### src/isac_defs.vh
// Constants for the I2C status, address and clock register block.
// Assumes inclusion by isac_regs.v only; definitions only, no logic.
`ifndef ISAC_DEFS_VH
`define ISAC_DEFS_VH

// ----------------------------------------
// Register indexes (byte address is four times the index)
// ----------------------------------------
`define ISAC_IDX_DR 8'h39
`define ISAC_IDX_OAR 8'h3b
`define ISAC_IDX_CCR 8'h3c
`define ISAC_IDX_ES 8'h3d
`define ISAC_IDX_TS 8'h3e
`define ISAC_IDX_CB 8'h3f

// ----------------------------------------
// Field positions and values
// ----------------------------------------
`define ISAC_CB_PE 5
`define ISAC_CB_GENERAL_CALL_ENABLE 4
`define ISAC_CB_START 3
`define ISAC_CB_ACK 2
`define ISAC_CB_STOP 1
`define ISAC_CB_ITE 0
`define ISAC_ZERO8 8'h00
`define ISAC_ADDR_NEVER 8'h01
`define ISAC_ADDR_GCALL 8'h00
`define ISAC_BITS_ADDR 4'h8
`define ISAC_BITS_ACK 4'h9
// First clock of a byte, where a stop or repeated start is in place
`define ISAC_BITS_FIRST 4'h1
`define ISAC_HTRANS_NSQ 2'h2

`endif

### src/isac_regs.v
// I2C register block: error status, clock control, data and own address,
// with the control and transfer status bits, an AHB-Lite slave port,
// an address matcher watching SCL/SDA, and a strobe port to the shift engine.
// Assumes the shift engine runs on clock_i and gives one-cycle event strobes;
// SCL and SDA are open-drain pins combined outside from the enables.
//
// Added by the designer: the AHB-Lite slave port.
`timescale 1ns/1ps
`include "isac_defs.vh"

module isac_regs
(
	// Clock and reset
	input wire clock_i,
	input wire rst_n_i,
	// AHB-Lite slave
	input wire hsel_i,
	input wire [31:0] haddr_i,
	input wire [1:0] htrans_i,
	input wire hwrite_i,
	input wire [2:0] hsize_i,
	input wire hready_i,
	input wire [31:0] hwdata_i,
	output wire [31:0] hrdata_o,
	output wire hreadyout_o,
	output wire hresp_o,
	// I2C pins, open drain
	input wire scl_i,
	input wire sda_i,
	output wire scl_o,
	output wire scl_oe_o,
	output wire sda_o,
	output wire sda_oe_o,
	// Shift engine event strobes
	input wire eng_ack_missing_i,
	input wire eng_arb_lost_i,
	input wire eng_in_ack_bit_i,
	input wire eng_byte_done_i,
	input wire eng_byte_tx_i,
	input wire eng_start_sent_i,
	input wire eng_stop_sent_i,
	input wire eng_rx_valid_i,
	input wire [7:0] eng_rx_byte_i,
	// Shift engine controls
	output wire tx_go_o,
	output wire [7:0] tx_byte_o,
	output wire rx_next_o,
	output wire fast_mode_o,
	output wire [6:0] scl_div_o,
	output wire start_req_o,
	output wire stop_req_o,
	output wire ack_en_o,
	output wire master_mode_o,
	// CPU interrupt
	input wire cpu_irq_mask_i,
	output wire irq_o
);

	// ----------------------------------------
	// Declarations
	// ----------------------------------------
	reg [7:0] dr_q; // Data byte
	reg [7:0] oar_q; // Own slave address
	reg [7:0] ccr_q; // Speed mode and divider
	reg pe_q, general_call_enable_q, start_q, ack_q, stop_q, ite_q; // Control bits
	reg sb_q, msl_q, adsl_q, btf_q, busy_q, tra_q; // Transfer status
	reg af_q, stop_seen_flag_q, arbitration_lost_q, bus_error_flag_q, general_call_flag_q; // Error status
	reg sr1_seen_q; // Transfer status read, awaiting data access
	reg [2:0] scl_s_q, sda_s_q; // Sync stages plus edge history
	reg [3:0] bitcnt_q; // SCL rises since start or last ack
	reg [7:0] shift_q; // Incoming byte
	reg addr_ph_q; // First byte after start
	reg ack_pend_q; // Address matched, ack to drive
	reg ack_drv_q; // Driving SDA low for ack
	reg acked_q; // We acknowledged in this transfer
	reg rd_pend_q, wr_pend_q; // AHB data phase kinds
	reg [7:0] idx_q; // AHB data phase register index
	reg map_q; // AHB data phase hits a register
	reg [31:0] hrdata_q;
	reg hready_q;
	reg scl_oe_q, sda_oe_q;
	reg tx_go_q, rx_next_q, irq_q;
	wire scl_rise, scl_fall, start_det, stop_det;
	wire [7:0] rx_full;
	wire addr_hit, gc_hit, af_set, arbitration_lost_set, bus_error_flag_set, stop_seen_flag_set;
	wire event_pending;
	wire a_take;
	wire [7:0] a_idx;
	wire a_map;
	wire rd_es, rd_ts, rd_dr, wr_dr, wr_cb, wr_oar, wr_ccr;

	// ----------------------------------------
	// Helper functions
	// ----------------------------------------
	// Index from a byte address; registers sit one per aligned word
	function [7:0] idx_of;
		input [31:0] a;
		begin
			idx_of = a[9:2];
		end
	endfunction

	// True when an index names one of the six registers
	function mapped;
		input [31:0] a;
		reg [7:0] i;
		begin
			i = a[9:2];
			mapped = (a[31:10] == 22'h000000) && (a[1:0] == 2'h0) &&
				(i == `ISAC_IDX_DR || i == `ISAC_IDX_OAR ||
				i == `ISAC_IDX_CCR || i == `ISAC_IDX_ES ||
				i == `ISAC_IDX_TS || i == `ISAC_IDX_CB);
		end
	endfunction

	// ----------------------------------------
	// Pin synchronisers and bus conditions
	// ----------------------------------------
	// Stage 0 feeds stage 1 only; edges come from stages 1 and 2
	always @(posedge clock_i or negedge rst_n_i)
	begin
		if (!rst_n_i)
		begin
			scl_s_q <= 3'h7;
			sda_s_q <= 3'h7;
		end
		else
		begin
			scl_s_q <= {scl_s_q[1:0], scl_i};
			sda_s_q <= {sda_s_q[1:0], sda_i};
		end
	end

	assign scl_rise = scl_s_q[1] & ~scl_s_q[2];
	assign scl_fall = ~scl_s_q[1] & scl_s_q[2];
	// SDA moving while SCL stays high marks start or stop
	assign start_det = scl_s_q[1] & scl_s_q[2] & ~sda_s_q[1] & sda_s_q[2];
	assign stop_det = scl_s_q[1] & scl_s_q[2] & sda_s_q[1] & ~sda_s_q[2];

	// ----------------------------------------
	// Event qualification
	// ----------------------------------------
	assign rx_full = {shift_q[6:0], sda_s_q[1]};
	// Bit 0 is the direction bit and is not compared
	assign addr_hit = (rx_full[7:1] == oar_q[7:1]) &&
		(rx_full != `ISAC_ADDR_NEVER);
	assign gc_hit = general_call_enable_q && (rx_full == `ISAC_ADDR_GCALL);
	assign af_set = pe_q & eng_ack_missing_i;
	// The acknowledge slot of a master receive is not arbitrated
	assign arbitration_lost_set = pe_q & eng_arb_lost_i & ~eng_in_ack_bit_i;
	// A start or stop inside a byte is misplaced
	// The first clock of a byte is where a stop or repeated start belongs
	assign bus_error_flag_set = pe_q & busy_q & (start_det | stop_det) &
		(bitcnt_q > `ISAC_BITS_FIRST) & (bitcnt_q != `ISAC_BITS_ACK);
	assign stop_seen_flag_set = pe_q & stop_det & acked_q & ~msl_q;
	assign event_pending = sb_q | adsl_q | btf_q | af_q | stop_seen_flag_q | arbitration_lost_q | bus_error_flag_q;

	// ----------------------------------------
	// AHB-Lite decode
	// ----------------------------------------
	assign a_take = hsel_i & hready_i & (htrans_i == `ISAC_HTRANS_NSQ);
	assign a_idx = idx_of(haddr_i);
	assign a_map = mapped(haddr_i);
	// Read side effects happen in the wait cycle of the data phase
	assign rd_es = rd_pend_q & map_q & (idx_q == `ISAC_IDX_ES);
	assign rd_ts = rd_pend_q & map_q & (idx_q == `ISAC_IDX_TS);
	assign rd_dr = rd_pend_q & map_q & (idx_q == `ISAC_IDX_DR);
	assign wr_dr = wr_pend_q & map_q & (idx_q == `ISAC_IDX_DR);
	assign wr_cb = wr_pend_q & map_q & (idx_q == `ISAC_IDX_CB);
	assign wr_oar = wr_pend_q & map_q & (idx_q == `ISAC_IDX_OAR);
	assign wr_ccr = wr_pend_q & map_q & (idx_q == `ISAC_IDX_CCR);

	// Address phase capture, one wait state on reads only
	always @(posedge clock_i or negedge rst_n_i)
	begin
		if (!rst_n_i)
		begin
			rd_pend_q <= 1'b0;
			wr_pend_q <= 1'b0;
			idx_q <= `ISAC_ZERO8;
			map_q <= 1'b0;
			hready_q <= 1'b1;
		end
		else
		begin
			rd_pend_q <= a_take & ~hwrite_i;
			wr_pend_q <= a_take & hwrite_i;
			if (a_take)
			begin
				idx_q <= a_idx;
				map_q <= a_map;
			end
			// Low for exactly the first data cycle of a read
			hready_q <= ~(a_take & ~hwrite_i);
		end
	end

	// Read data; reserved and unmapped bits read zero
	always @(posedge clock_i or negedge rst_n_i)
	begin
		if (!rst_n_i)
			hrdata_q <= 32'h00000000;
		else if (rd_pend_q)
		begin
			hrdata_q <= 32'h00000000;
			if (map_q)
			begin
				case (idx_q)
				`ISAC_IDX_DR: hrdata_q[7:0] <= dr_q;
				`ISAC_IDX_OAR: hrdata_q[7:0] <= oar_q;
				`ISAC_IDX_CCR: hrdata_q[7:0] <= ccr_q;
				`ISAC_IDX_ES: hrdata_q[7:0] <= {3'h0, af_q, stop_seen_flag_q, arbitration_lost_q,
					bus_error_flag_q, general_call_flag_q};
				`ISAC_IDX_TS: hrdata_q[7:0] <= {event_pending, 1'b0, tra_q, busy_q,
					btf_q, adsl_q, msl_q, sb_q};
				`ISAC_IDX_CB: hrdata_q[7:0] <= {2'h0, pe_q, general_call_enable_q, start_q,
					ack_q, stop_q, ite_q};
				default: hrdata_q[7:0] <= `ISAC_ZERO8;
				endcase
			end
		end
	end

	// ----------------------------------------
	// Software registers
	// ----------------------------------------
	// Address and clock settings are kept while switched off
	always @(posedge clock_i or negedge rst_n_i)
	begin
		if (!rst_n_i)
		begin
			oar_q <= `ISAC_ZERO8;
			ccr_q <= `ISAC_ZERO8;
			dr_q <= `ISAC_ZERO8;
		end
		else
		begin
			if (wr_oar)
				oar_q <= hwdata_i[7:0];
			if (wr_ccr)
				ccr_q <= hwdata_i[7:0];
			// Software write wins over an engine byte in the same cycle
			if (wr_dr)
				dr_q <= hwdata_i[7:0];
			else if (eng_rx_valid_i & pe_q)
				dr_q <= eng_rx_byte_i;
		end
	end

	// Control bits; while off only the enable and the stop request are writable
	always @(posedge clock_i or negedge rst_n_i)
	begin
		if (!rst_n_i)
		begin
			pe_q <= 1'b0;
			general_call_enable_q <= 1'b0;
			start_q <= 1'b0;
			ack_q <= 1'b0;
			stop_q <= 1'b0;
			ite_q <= 1'b0;
		end
		else
		begin
			if (wr_cb)
			begin
				pe_q <= hwdata_i[`ISAC_CB_PE];
				stop_q <= hwdata_i[`ISAC_CB_STOP];
				// First write with the block off takes only the enable and the stop request
				if (pe_q)
				begin
					general_call_enable_q <= hwdata_i[`ISAC_CB_GENERAL_CALL_ENABLE];
					start_q <= hwdata_i[`ISAC_CB_START];
					ack_q <= hwdata_i[`ISAC_CB_ACK];
					ite_q <= hwdata_i[`ISAC_CB_ITE];
				end
			end
			else
			begin
				if (eng_start_sent_i)
					start_q <= 1'b0;
				if (eng_stop_sent_i & msl_q)
					stop_q <= 1'b0;
			end
			// Stop request is the one bit kept while off
			if (!pe_q && !(wr_cb && hwdata_i[`ISAC_CB_PE]))
			begin
				general_call_enable_q <= 1'b0;
				start_q <= 1'b0;
				ack_q <= 1'b0;
				ite_q <= 1'b0;
			end
		end
	end

	// ----------------------------------------
	// Status flags; clear first, then set, so a set wins, except busy and master mode, where the clear comes last and wins
	// ----------------------------------------
	always @(posedge clock_i or negedge rst_n_i)
	begin
		if (!rst_n_i)
		begin
			sb_q <= 1'b0;
			msl_q <= 1'b0;
			adsl_q <= 1'b0;
			btf_q <= 1'b0;
			tra_q <= 1'b0;
			busy_q <= 1'b0;
			af_q <= 1'b0;
			stop_seen_flag_q <= 1'b0;
			arbitration_lost_q <= 1'b0;
			bus_error_flag_q <= 1'b0;
			general_call_flag_q <= 1'b0;
			sr1_seen_q <= 1'b0;
		end
		else if (!pe_q)
		begin
			// Everything but the bus busy flag is held clear
			sb_q <= 1'b0;
			msl_q <= 1'b0;
			adsl_q <= 1'b0;
			btf_q <= 1'b0;
			tra_q <= 1'b0;
			af_q <= 1'b0;
			stop_seen_flag_q <= 1'b0;
			arbitration_lost_q <= 1'b0;
			bus_error_flag_q <= 1'b0;
			general_call_flag_q <= 1'b0;
			sr1_seen_q <= 1'b0;
		end
		else
		begin
			// Reading error status clears the error flags but not the general call flag
			if (rd_es)
			begin
				af_q <= 1'b0;
				stop_seen_flag_q <= 1'b0;
				arbitration_lost_q <= 1'b0;
				bus_error_flag_q <= 1'b0;
			end
			if (rd_ts)
			begin
				sr1_seen_q <= 1'b1;
				adsl_q <= 1'b0;
			end
			// A data access after a status read ends start and byte flags
			if ((rd_dr | wr_dr) & sr1_seen_q)
			begin
				sr1_seen_q <= 1'b0;
				btf_q <= 1'b0;
				sb_q <= 1'b0;
				tra_q <= 1'b0;
			end
			// Bus activity
			if (start_det)
				busy_q <= 1'b1;
			if (stop_det | bus_error_flag_set)
				busy_q <= 1'b0;
			// Master mode follows a start request
			if (wr_cb & hwdata_i[`ISAC_CB_START])
				msl_q <= 1'b1;
			if (stop_det | arbitration_lost_set)
				msl_q <= 1'b0;
			if (stop_det)
				general_call_flag_q <= 1'b0;
			if (arbitration_lost_set | stop_seen_flag_set)
				tra_q <= 1'b0;
			// Event sets
			if (eng_start_sent_i)
				sb_q <= 1'b1;
			if (eng_byte_done_i)
			begin
				btf_q <= 1'b1;
				tra_q <= eng_byte_tx_i;
			end
			if (af_set)
				af_q <= 1'b1;
			if (arbitration_lost_set)
				arbitration_lost_q <= 1'b1;
			if (bus_error_flag_set)
				bus_error_flag_q <= 1'b1;
			if (stop_seen_flag_set)
				stop_seen_flag_q <= 1'b1;
			if (scl_rise && addr_ph_q && bitcnt_q == 4'h7 && ack_q && !msl_q && gc_hit)
				general_call_flag_q <= 1'b1;
			// Address flag waits for the end of our acknowledge clock, so the
			// SCL hold that it causes starts while SCL is already low
			if (scl_fall && bitcnt_q == `ISAC_BITS_ACK && ack_drv_q)
				adsl_q <= 1'b1;
		end
	end

	// ----------------------------------------
	// Slave address receiver and acknowledge
	// ----------------------------------------
	always @(posedge clock_i or negedge rst_n_i)
	begin
		if (!rst_n_i)
		begin
			bitcnt_q <= 4'h0;
			shift_q <= `ISAC_ZERO8;
			addr_ph_q <= 1'b0;
			ack_pend_q <= 1'b0;
			ack_drv_q <= 1'b0;
			acked_q <= 1'b0;
		end
		else if (!pe_q || stop_det)
		begin
			bitcnt_q <= 4'h0;
			addr_ph_q <= 1'b0;
			ack_pend_q <= 1'b0;
			ack_drv_q <= 1'b0;
			acked_q <= 1'b0;
		end
		else if (start_det)
		begin
			// Also covers a repeated start
			bitcnt_q <= 4'h0;
			addr_ph_q <= 1'b1;
			ack_pend_q <= 1'b0;
			ack_drv_q <= 1'b0;
		end
		else
		begin
			if (scl_rise && bitcnt_q != `ISAC_BITS_ACK)
			begin
				shift_q <= rx_full;
				bitcnt_q <= bitcnt_q + 4'h1;
				if (addr_ph_q && bitcnt_q == 4'h7 && ack_q && !msl_q &&
					(addr_hit | gc_hit))
					ack_pend_q <= 1'b1;
			end
			if (scl_fall && bitcnt_q == `ISAC_BITS_ADDR && ack_pend_q)
			begin
				ack_drv_q <= 1'b1;
				acked_q <= 1'b1;
			end
			if (scl_fall && bitcnt_q == `ISAC_BITS_ACK)
			begin
				bitcnt_q <= 4'h0;
				addr_ph_q <= 1'b0;
				ack_pend_q <= 1'b0;
				ack_drv_q <= 1'b0;
			end
			// Data bytes acknowledged by the engine also arm stop detection
			if (eng_byte_done_i && ack_q && !eng_byte_tx_i)
				acked_q <= 1'b1;
		end
	end

	// ----------------------------------------
	// Pin drivers, engine strobes and interrupt
	// ----------------------------------------
	// Clock hold comes only from start, byte-done and address flags
	always @(posedge clock_i or negedge rst_n_i)
	begin
		if (!rst_n_i)
		begin
			scl_oe_q <= 1'b0;
			sda_oe_q <= 1'b0;
			tx_go_q <= 1'b0;
			rx_next_q <= 1'b0;
			irq_q <= 1'b0;
		end
		else
		begin
			// A slave stop request lets SCL go
			scl_oe_q <= pe_q & (sb_q | btf_q | adsl_q) & ~(stop_q & ~msl_q);
			sda_oe_q <= pe_q & ack_drv_q;
			tx_go_q <= pe_q & wr_dr;
			// Next byte is fetched only once the last was read
			rx_next_q <= pe_q & rd_dr & btf_q & ~tra_q;
			irq_q <= pe_q & ite_q & ~cpu_irq_mask_i & event_pending;
		end
	end

	// ----------------------------------------
	// Outputs, from flip-flops except the constant response and pin levels
	// ----------------------------------------
	assign hrdata_o = hrdata_q;
	assign hreadyout_o = hready_q;
	assign hresp_o = 1'b0;
	assign scl_o = 1'b0;
	assign sda_o = 1'b0;
	assign scl_oe_o = scl_oe_q;
	assign sda_oe_o = sda_oe_q;
	assign tx_go_o = tx_go_q;
	assign tx_byte_o = dr_q;
	assign rx_next_o = rx_next_q;
	assign fast_mode_o = ccr_q[7];
	assign scl_div_o = ccr_q[6:0];
	assign start_req_o = start_q;
	assign stop_req_o = stop_q;
	assign ack_en_o = ack_q;
	assign master_mode_o = msl_q;
	assign irq_o = irq_q;

endmodule

### config.mk
export PLATFORM = sky130hd
export DESIGN_NAME = isac_regs
export DESIGN_NICKNAME = d
export VERILOG_FILES = /design/src/isac_regs.v
export VERILOG_INCLUDE_DIRS = /design/src
export SDC_FILE = /design/constraint.sdc
export NUM_CORES = 1
export LEC_CHECK = 0
export ABC_AREA = 0
export BUFFER_PORTS_ARGS = -buffer_cell sky130_fd_sc_hd__buf_2
export CAP_MARGIN = 20
export CORE_ASPECT_RATIO = 1.4
export CORE_MARGIN = 2
export CORE_UTILIZATION = 50
export CTS_CLUSTER_DIAMETER = 30
export DETAILED_ROUTE_END_ITERATION = 10
export HOLD_SLACK_MARGIN = 0.08
export PLACE_DENSITY = 0.8
export SLEW_MARGIN = 25
export SYNTH_ARGS = -nofsm -noshare
export SYNTH_HDL_FRONTEND = slang
export SYNTH_SLANG_ARGS = --single-unit
### constraint.sdc
create_clock -name clock_i -period 3.35 [get_ports clock_i]
set_clock_uncertainty 0.05 [all_clocks]
set_input_delay 0.67 -clock clock_i [delete_from_list [all_inputs] [get_ports clock_i]]
set_output_delay 0.67 -clock clock_i [all_outputs]
set_load 0.01 [all_outputs]
==> flow_summary.ini, run 1 <==
[outcome]
outcome = complete, no violations

[global_routing]
grt_pass1_vias = 3309
grt_usage_pct = 23.10
grt_pass1_wl_mm = 15.99
grt_max_degree = 53
grt.overflow.total = 0
antenna_found_initial = 0

[drt]
routedWlPerCell_microns = 16.72
drtPass1Iterations = 4
ant_nets = 0
viasPerCell = 5.588
first_iter_violations = 258
num_vias = 3420
drc_errors = 0
drt_wl_total_mm = 10.23

[finish]
nNetsFinal = 598
drive_above_1_share_pct = 31.16
layout_common_cells = buf_2, dfrtp_1, nor2_1, mux2_2
n_antenna_cell = 0
area_delta_synth_final_pct = 18.52
layout.cells.most_common = buf_2
n_fill_cell = 718
instances_no_fill = 612
final_cell_area_sq_mm = 0.005125

[setup_path]
arrival_ns = 2.55
cp_max_fo = 18
required_ns = 3.50
startpoint_type = flip-flop
cp-end-kind = flip-flop
worstSetupPathType = flip-flop to flip-flop
r2r_setup_slack_ns = 0.95

[logic_synthesis]
syn-cell-area_sq_mm = 0.004324
synth_async_sr_flop_share_pct = 100.0
yosysSeqAreaShare_pct = 51.13
synthTopCellsByArea = dfrtp_1, mux2_2, mux2i_1
synth.avg_cell_area_sq_um = 10.70
postSynthCellCount = 404
ys_seq_elements = 88
yosysWarnings = 0
synth_flop_cell = dfrtp_1
synth.distinct_cells = 50
yosysTopAreaCell = dfrtp_1
synth_edf_count = 0
synth_top_area_share_pct = 46.87

[timing]
slew_headroom_pct = 51.13
max_freq_mhz = 416.7
whs_ns = 0.2342
layout_min_cycle_time_ns = 2.400
rsz0062_at_grt = false
tightest_slew_ns = 0.7310
timing_hold_violations_final = 0
setup_viol = 0
finalMaxSlewViolations = 0
period_share_pct = 71.63
fin_tns_setup_ns = 0

[die]
fp.dieW_microns = 82.60
rows = 40
die_h_microns = 114.0
die_area_sq_mm = 0.009419
core_area_sq_mm = 0.008508
pin_count = 154
start_util_pct = 50.82

[cts]
cts_sinks = 88
cts_htree_levels = 3
post-cts-setup-buffers = 0
ctsResizeCount = 0
clock_latency_ns = 0.35
cts.hold.buffers_added = 0
cts.clk_slew.worst_paths_ns = 0.07
cts_made_buffers = 9
cts_tree = done
clockRootBuffer = clkbuf_16
clock_path_buffers = 2

[min_path]
hold_path_class = primary input to async pin

[place]
dp.cells = 596
finalWeightedCongestion = 0.9212
dp_hpwl_mm = 7.756
port_buffers = 99
dpl_cell_area_sq_mm = 0.004827

[power]
leakagePower_nw = 2.458
powerDensity_mw_per_mm2 = 525.1
ir_worst_vdd_v = 0.0003355

[job]
max-cap-violations = 0
[stage by stage]
stage / power (mW) / utilization (%) / setup slack, ns
global route: 2.806 / 60.24 / 0.7804
detailed placement: 1.704 / 56.74 / 1.022
floorplan: 1.564 / - / 1.645
global placement: 1.680 / 56.41 / 1.085
CTS: 2.699 / 60.24 / 1.004
finish: 2.691 / 60.24 / 0.9505
[synth_stat cells, types with 2 or more instances]
master and n:
nor2_1 31, inv_1 16, a211oi_1 2, a21oi_1 23, mux2_2 31, nor4bb_1 2
a22o_1 2, a22oi_1 5, nand3_1 13, xnor2_1 9, o21a_1 3, o21ai_1 3
dfrtp_1 81, xor2_1 2, clkbuf_1 7, o31ai_1 2, or4_1 2, o21ai_0 11
nand3b_1 2, nor4_1 8, nand2b_1 8, nor2b_1 5, mux2i_1 23, nand4_1 7
nor3_1 4, ha_1 3, o221ai_1 5, buf_4 27, dfstp_2 7, a2bb2oi_1 2
o211ai_1 2, nand2_1 27, o22ai_1 7, buf_2 6
[logic make-up (layout without fill, tap and decap cells)]
| kind of cell | after synthesis | after routing | synth area share [%] |
|---|---|---|---|
| other cells | 1 | 27 | 0.08672 |
| compound gates | 72 | 72 | 10.59 |
| simple gates | 118 | 118 | 14.24 |
| buf+inv | 57 | 134 | 7.465 |
| xor+xnor | 11 | 11 | 2.228 |
| flops | 88 | 88 | 51.13 |
| fa+ha+maj | 3 | 3 | 0.8681 |
| mux | 54 | 54 | 13.40 |
[final cells by class]
| cell class | instances | area, sq um | share of cell area [%] |
|---|---|---|---|
| Sequential cell | 88 | 2211 | 43.14 |
| Multi-Input combinational cell | 285 | 1888 | 36.84 |
| Timing Repair Buffer | 101 | 533.0 | 10.40 |
| Clock buffer | 9 | 225.2 | 4.395 |
| Tap cell | 105 | 131.4 | 2.563 |
| Clock inverter | 7 | 72.57 | 1.416 |
| Inverter | 17 | 63.81 | 1.245 |
[critical path, cell delays in order (launching register included)]
cell	delay (ns)
dfrtp_1	0.63
nand2b_1	0.37
nor2_1	0.19
nand3_1	0.55
nor2_1	0.39
a21oi_1	0.07
[routing by layer]
layer / up-vias / global-route usage [%] / wire (microns) / part of all wire (%)
met5: - / 0 / 0 / 0
met4: 0 / 12.68 / 447 / 4.4
met3: 31 / 4.272 / 663 / 6.5
met2: 156 / 38.92 / 5248 / 51
met1: 1643 / 27.27 / 3872 / 38
li1: 1590 / - / - / -
[state kept, by name (all words and copies together), names as in the netlist, 3 cells and up]
name / cells
shift_q: 7
hrdata_o: 8
tx_byte_o: 8
oar_q: 8
scl_s_q: 3
idx_q: 8
sda_s_q: 3
bitcnt_q: 4
ccr_q: 8
[path summary, 6_finish.rpt]
check,startpoint,cells past startpoint,endpoint
worst min-delay path,rst_n_i,1,tx_byte_o[7]
worst min register to register,scl_s_q[0],0,scl_s_q[1]
max in group asynchronous,rst_n_i,2,hreadyout_o
worst max register to register,idx_q[2],5,tx_byte_o[1]
worst max-delay path,idx_q[2],5,tx_byte_o[1]
min in group clock_i,scl_s_q[0],0,scl_s_q[1]
[power breakdown]
group	internal, mW	switching [mW]	total, mW
registers	1.16	0.126	1.28
logic	0.209	0.194	0.404
clock network	0.577	0.425	1.00
total	1.95	0.746	2.69
No activity file was read; power rests on OpenSTA's default activity.
==> inputs of run 2 (changes only) <==
==> constraint.sdc (replaced) <==
create_clock -name clock_i -period 2.4 [get_ports clock_i]
set_clock_uncertainty 0.05 [all_clocks]
set_input_delay 0.48 -clock clock_i [delete_from_list [all_inputs] [get_ports clock_i]]
set_output_delay 0.48 -clock clock_i [all_outputs]
set_load 0.01 [all_outputs]
==> run 2 against run 1 <==
Net effect: routed wire length up 4.3%; sequential power is 37% higher; register-to-register slack lost 0.59 ns; maximum frequency is 18% higher; final cell count up 2.0%; global-route usage grew 1.3 points; largest cell class unchanged.
==> flow_summary.ini, run 2 (same netlist as run 1, synthesis figures left out) <==
[cts]
cts_tree = done
clockRootBuffer = clkbuf_16
cts.clk_slew.worst_paths_ns = 0.06
clock_latency_ns = 0.35
cts_htree_levels = 3
clock_path_buffers = 2
cts_sinks = 88
cts_made_buffers = 9

[timing]
slew_headroom_pct = 58.85
fin_tns_setup_ns = 0
max_freq_mhz = 490.3
period_share_pct = 84.98
rsz0062_at_grt = false
finalMaxSlewViolations = 0
setup_viol = 0
timing_hold_violations_final = 0
fin_ws_ns = 0.3605
layout_min_cycle_time_ns = 2.039
tightest_slew_ns = 0.6145

[setup_path]
startpoint_type = flip-flop
arrival_ns = 2.23
required_ns = 2.59
worstSetupPathType = flip-flop to flip-flop
cp-end-kind = flip-flop
cp_max_fo = 10

[place]
dpl_worst_slack_ns = 0.3917
finalWeightedCongestion = 0.8854
dp.cells = 607
dp_hpwl_mm = 7.882
port_buffers = 99
dpl_cell_area_sq_mm = 0.004902

[drt]
drtPass1Iterations = 5
met3_length_microns = 722
routedWlPerCell_microns = 17.10
ant_nets = 0
viasPerCell = 5.587
wl_met1_mm = 4.007
drc_errors = 0
wl_met2_mm = 5.418
drt_wl_total_mm = 10.67
top_layer_used = met4
first_iter_violations = 317
num_vias = 3486

[die]
die_h_microns = 114.0
die_area_sq_mm = 0.009419
fp.dieW_microns = 82.60
rows = 40
start_util_pct = 50.82
pin_count = 154
core_area_sq_mm = 0.008508

[finish]
area_delta_synth_final_pct = 22.48
seq_area_sq_mm = 0.002211
layout.cells.most_common = buf_2
utilization_pct = 62.25
instances_no_fill = 624
multi_input_area_sq_mm = 0.001888
layout_common_cells = buf_2, dfrtp_1, nor2_1, mux2_2
final_cell_area_sq_mm = 0.005296
n_antenna_cell = 0
drive_above_1_share_pct = 32.37
n_fill_cell = 701
nNetsFinal = 610

[global_routing]
grt_pass1_wl_mm = 16.87
grt_max_degree = 74
antenna_found_initial = 0
grt_pass1_vias = 3411
grt_usage_pct = 24.39
grt.overflow.total = 0

[power]
ir_worst_vdd_v = 0.0005316
leakagePower_nw = 2.555
powerDensity_mw_per_mm2 = 789.6

[job]
max-cap-violations = 0

[min_path]
hold_path_class = primary input to flip-flop

[outcome]
outcome = complete, no violations
[run 2: cell count changes in the layout (fill, tap and decap cells not counted)]
cell / previous run / this run
buf_4: 2 / 13
dlygate4sd3_1: 0 / 1
clkinv_2: 2 / 1
clkinvlp_4: 2 / 0
buf_16: 1 / 0
buf_12: 0 / 1
bufinv_16: 1 / 5
clkbuf_1: 0 / 1
clkinv_4: 2 / 0
[run 2: final timing paths]
kind                                  from          end  cells after the start  slack [ns]
worst min-delay path                 sda_i   sda_s_q[0]                      1        0.18
max in group asynchronous          rst_n_i  hreadyout_o                      3        1.12
worst max-delay path              idx_q[6]  start_req_o                      5        0.36
worst min register to register  sda_s_q[0]   sda_s_q[1]                      0        0.31
worst max register to register    idx_q[6]  start_req_o                      5        0.36
min in group asynchronous          rst_n_i  bitcnt_q[2]                      2        0.49
[run 2: routing by layer]
metal  GRT usage, %  vias up
met4          16.17        0
met3          4.114       33
li1               -     1603
met1          29.93     1681
met2          38.82      169
met5              0        -
[run 2: timing repair]
action                                 CTS  global route
setup buffers                            0             0
endpoints found under the hold margin    9             0
hold buffers                             1             0
gates resized for setup                  0             0
[run 2: cell type report]
class | count | area share (%)
Multi-Input combinational cell | 285 | 35.65
Clock buffer | 10 | 4.323
Tap cell | 105 | 2.481
Inverter | 17 | 1.205
Clock inverter | 6 | 2.929
Timing Repair Buffer | 113 | 11.67
Sequential cell | 88 | 41.74
[run 2: report_power, final]
part / total (mW) / internal, mW / switching (mW) / leakage [nW]
clock network: 1.80 / 1.23 / 0.573 / 0.187
registers: 1.75 / 1.62 / 0.129 / 1.10
logic: 0.635 / 0.308 / 0.327 / 1.27
total: 4.18 / 3.15 / 1.03 / 2.56
[run 2: critical path, stage by stage (launching register included)]
cell	delay, ns
dfrtp_1	0.37
nand4bb_1	0.23
or4_1	0.75
nor3b_4	0.34
o21ai_1	0.12
o31ai_1	0.08
[run 2: per-stage QoR]
stage	total power, mW	hold WS (ns)
2_1_floorplan	2.183	0.1344
3_3_place_gp	2.375	0.2955
3_5_place_dp	2.401	0.2987
4_1_cts	4.194	0.1755
5_1_grt	4.346	0.1719
6_report	4.182	0.1813
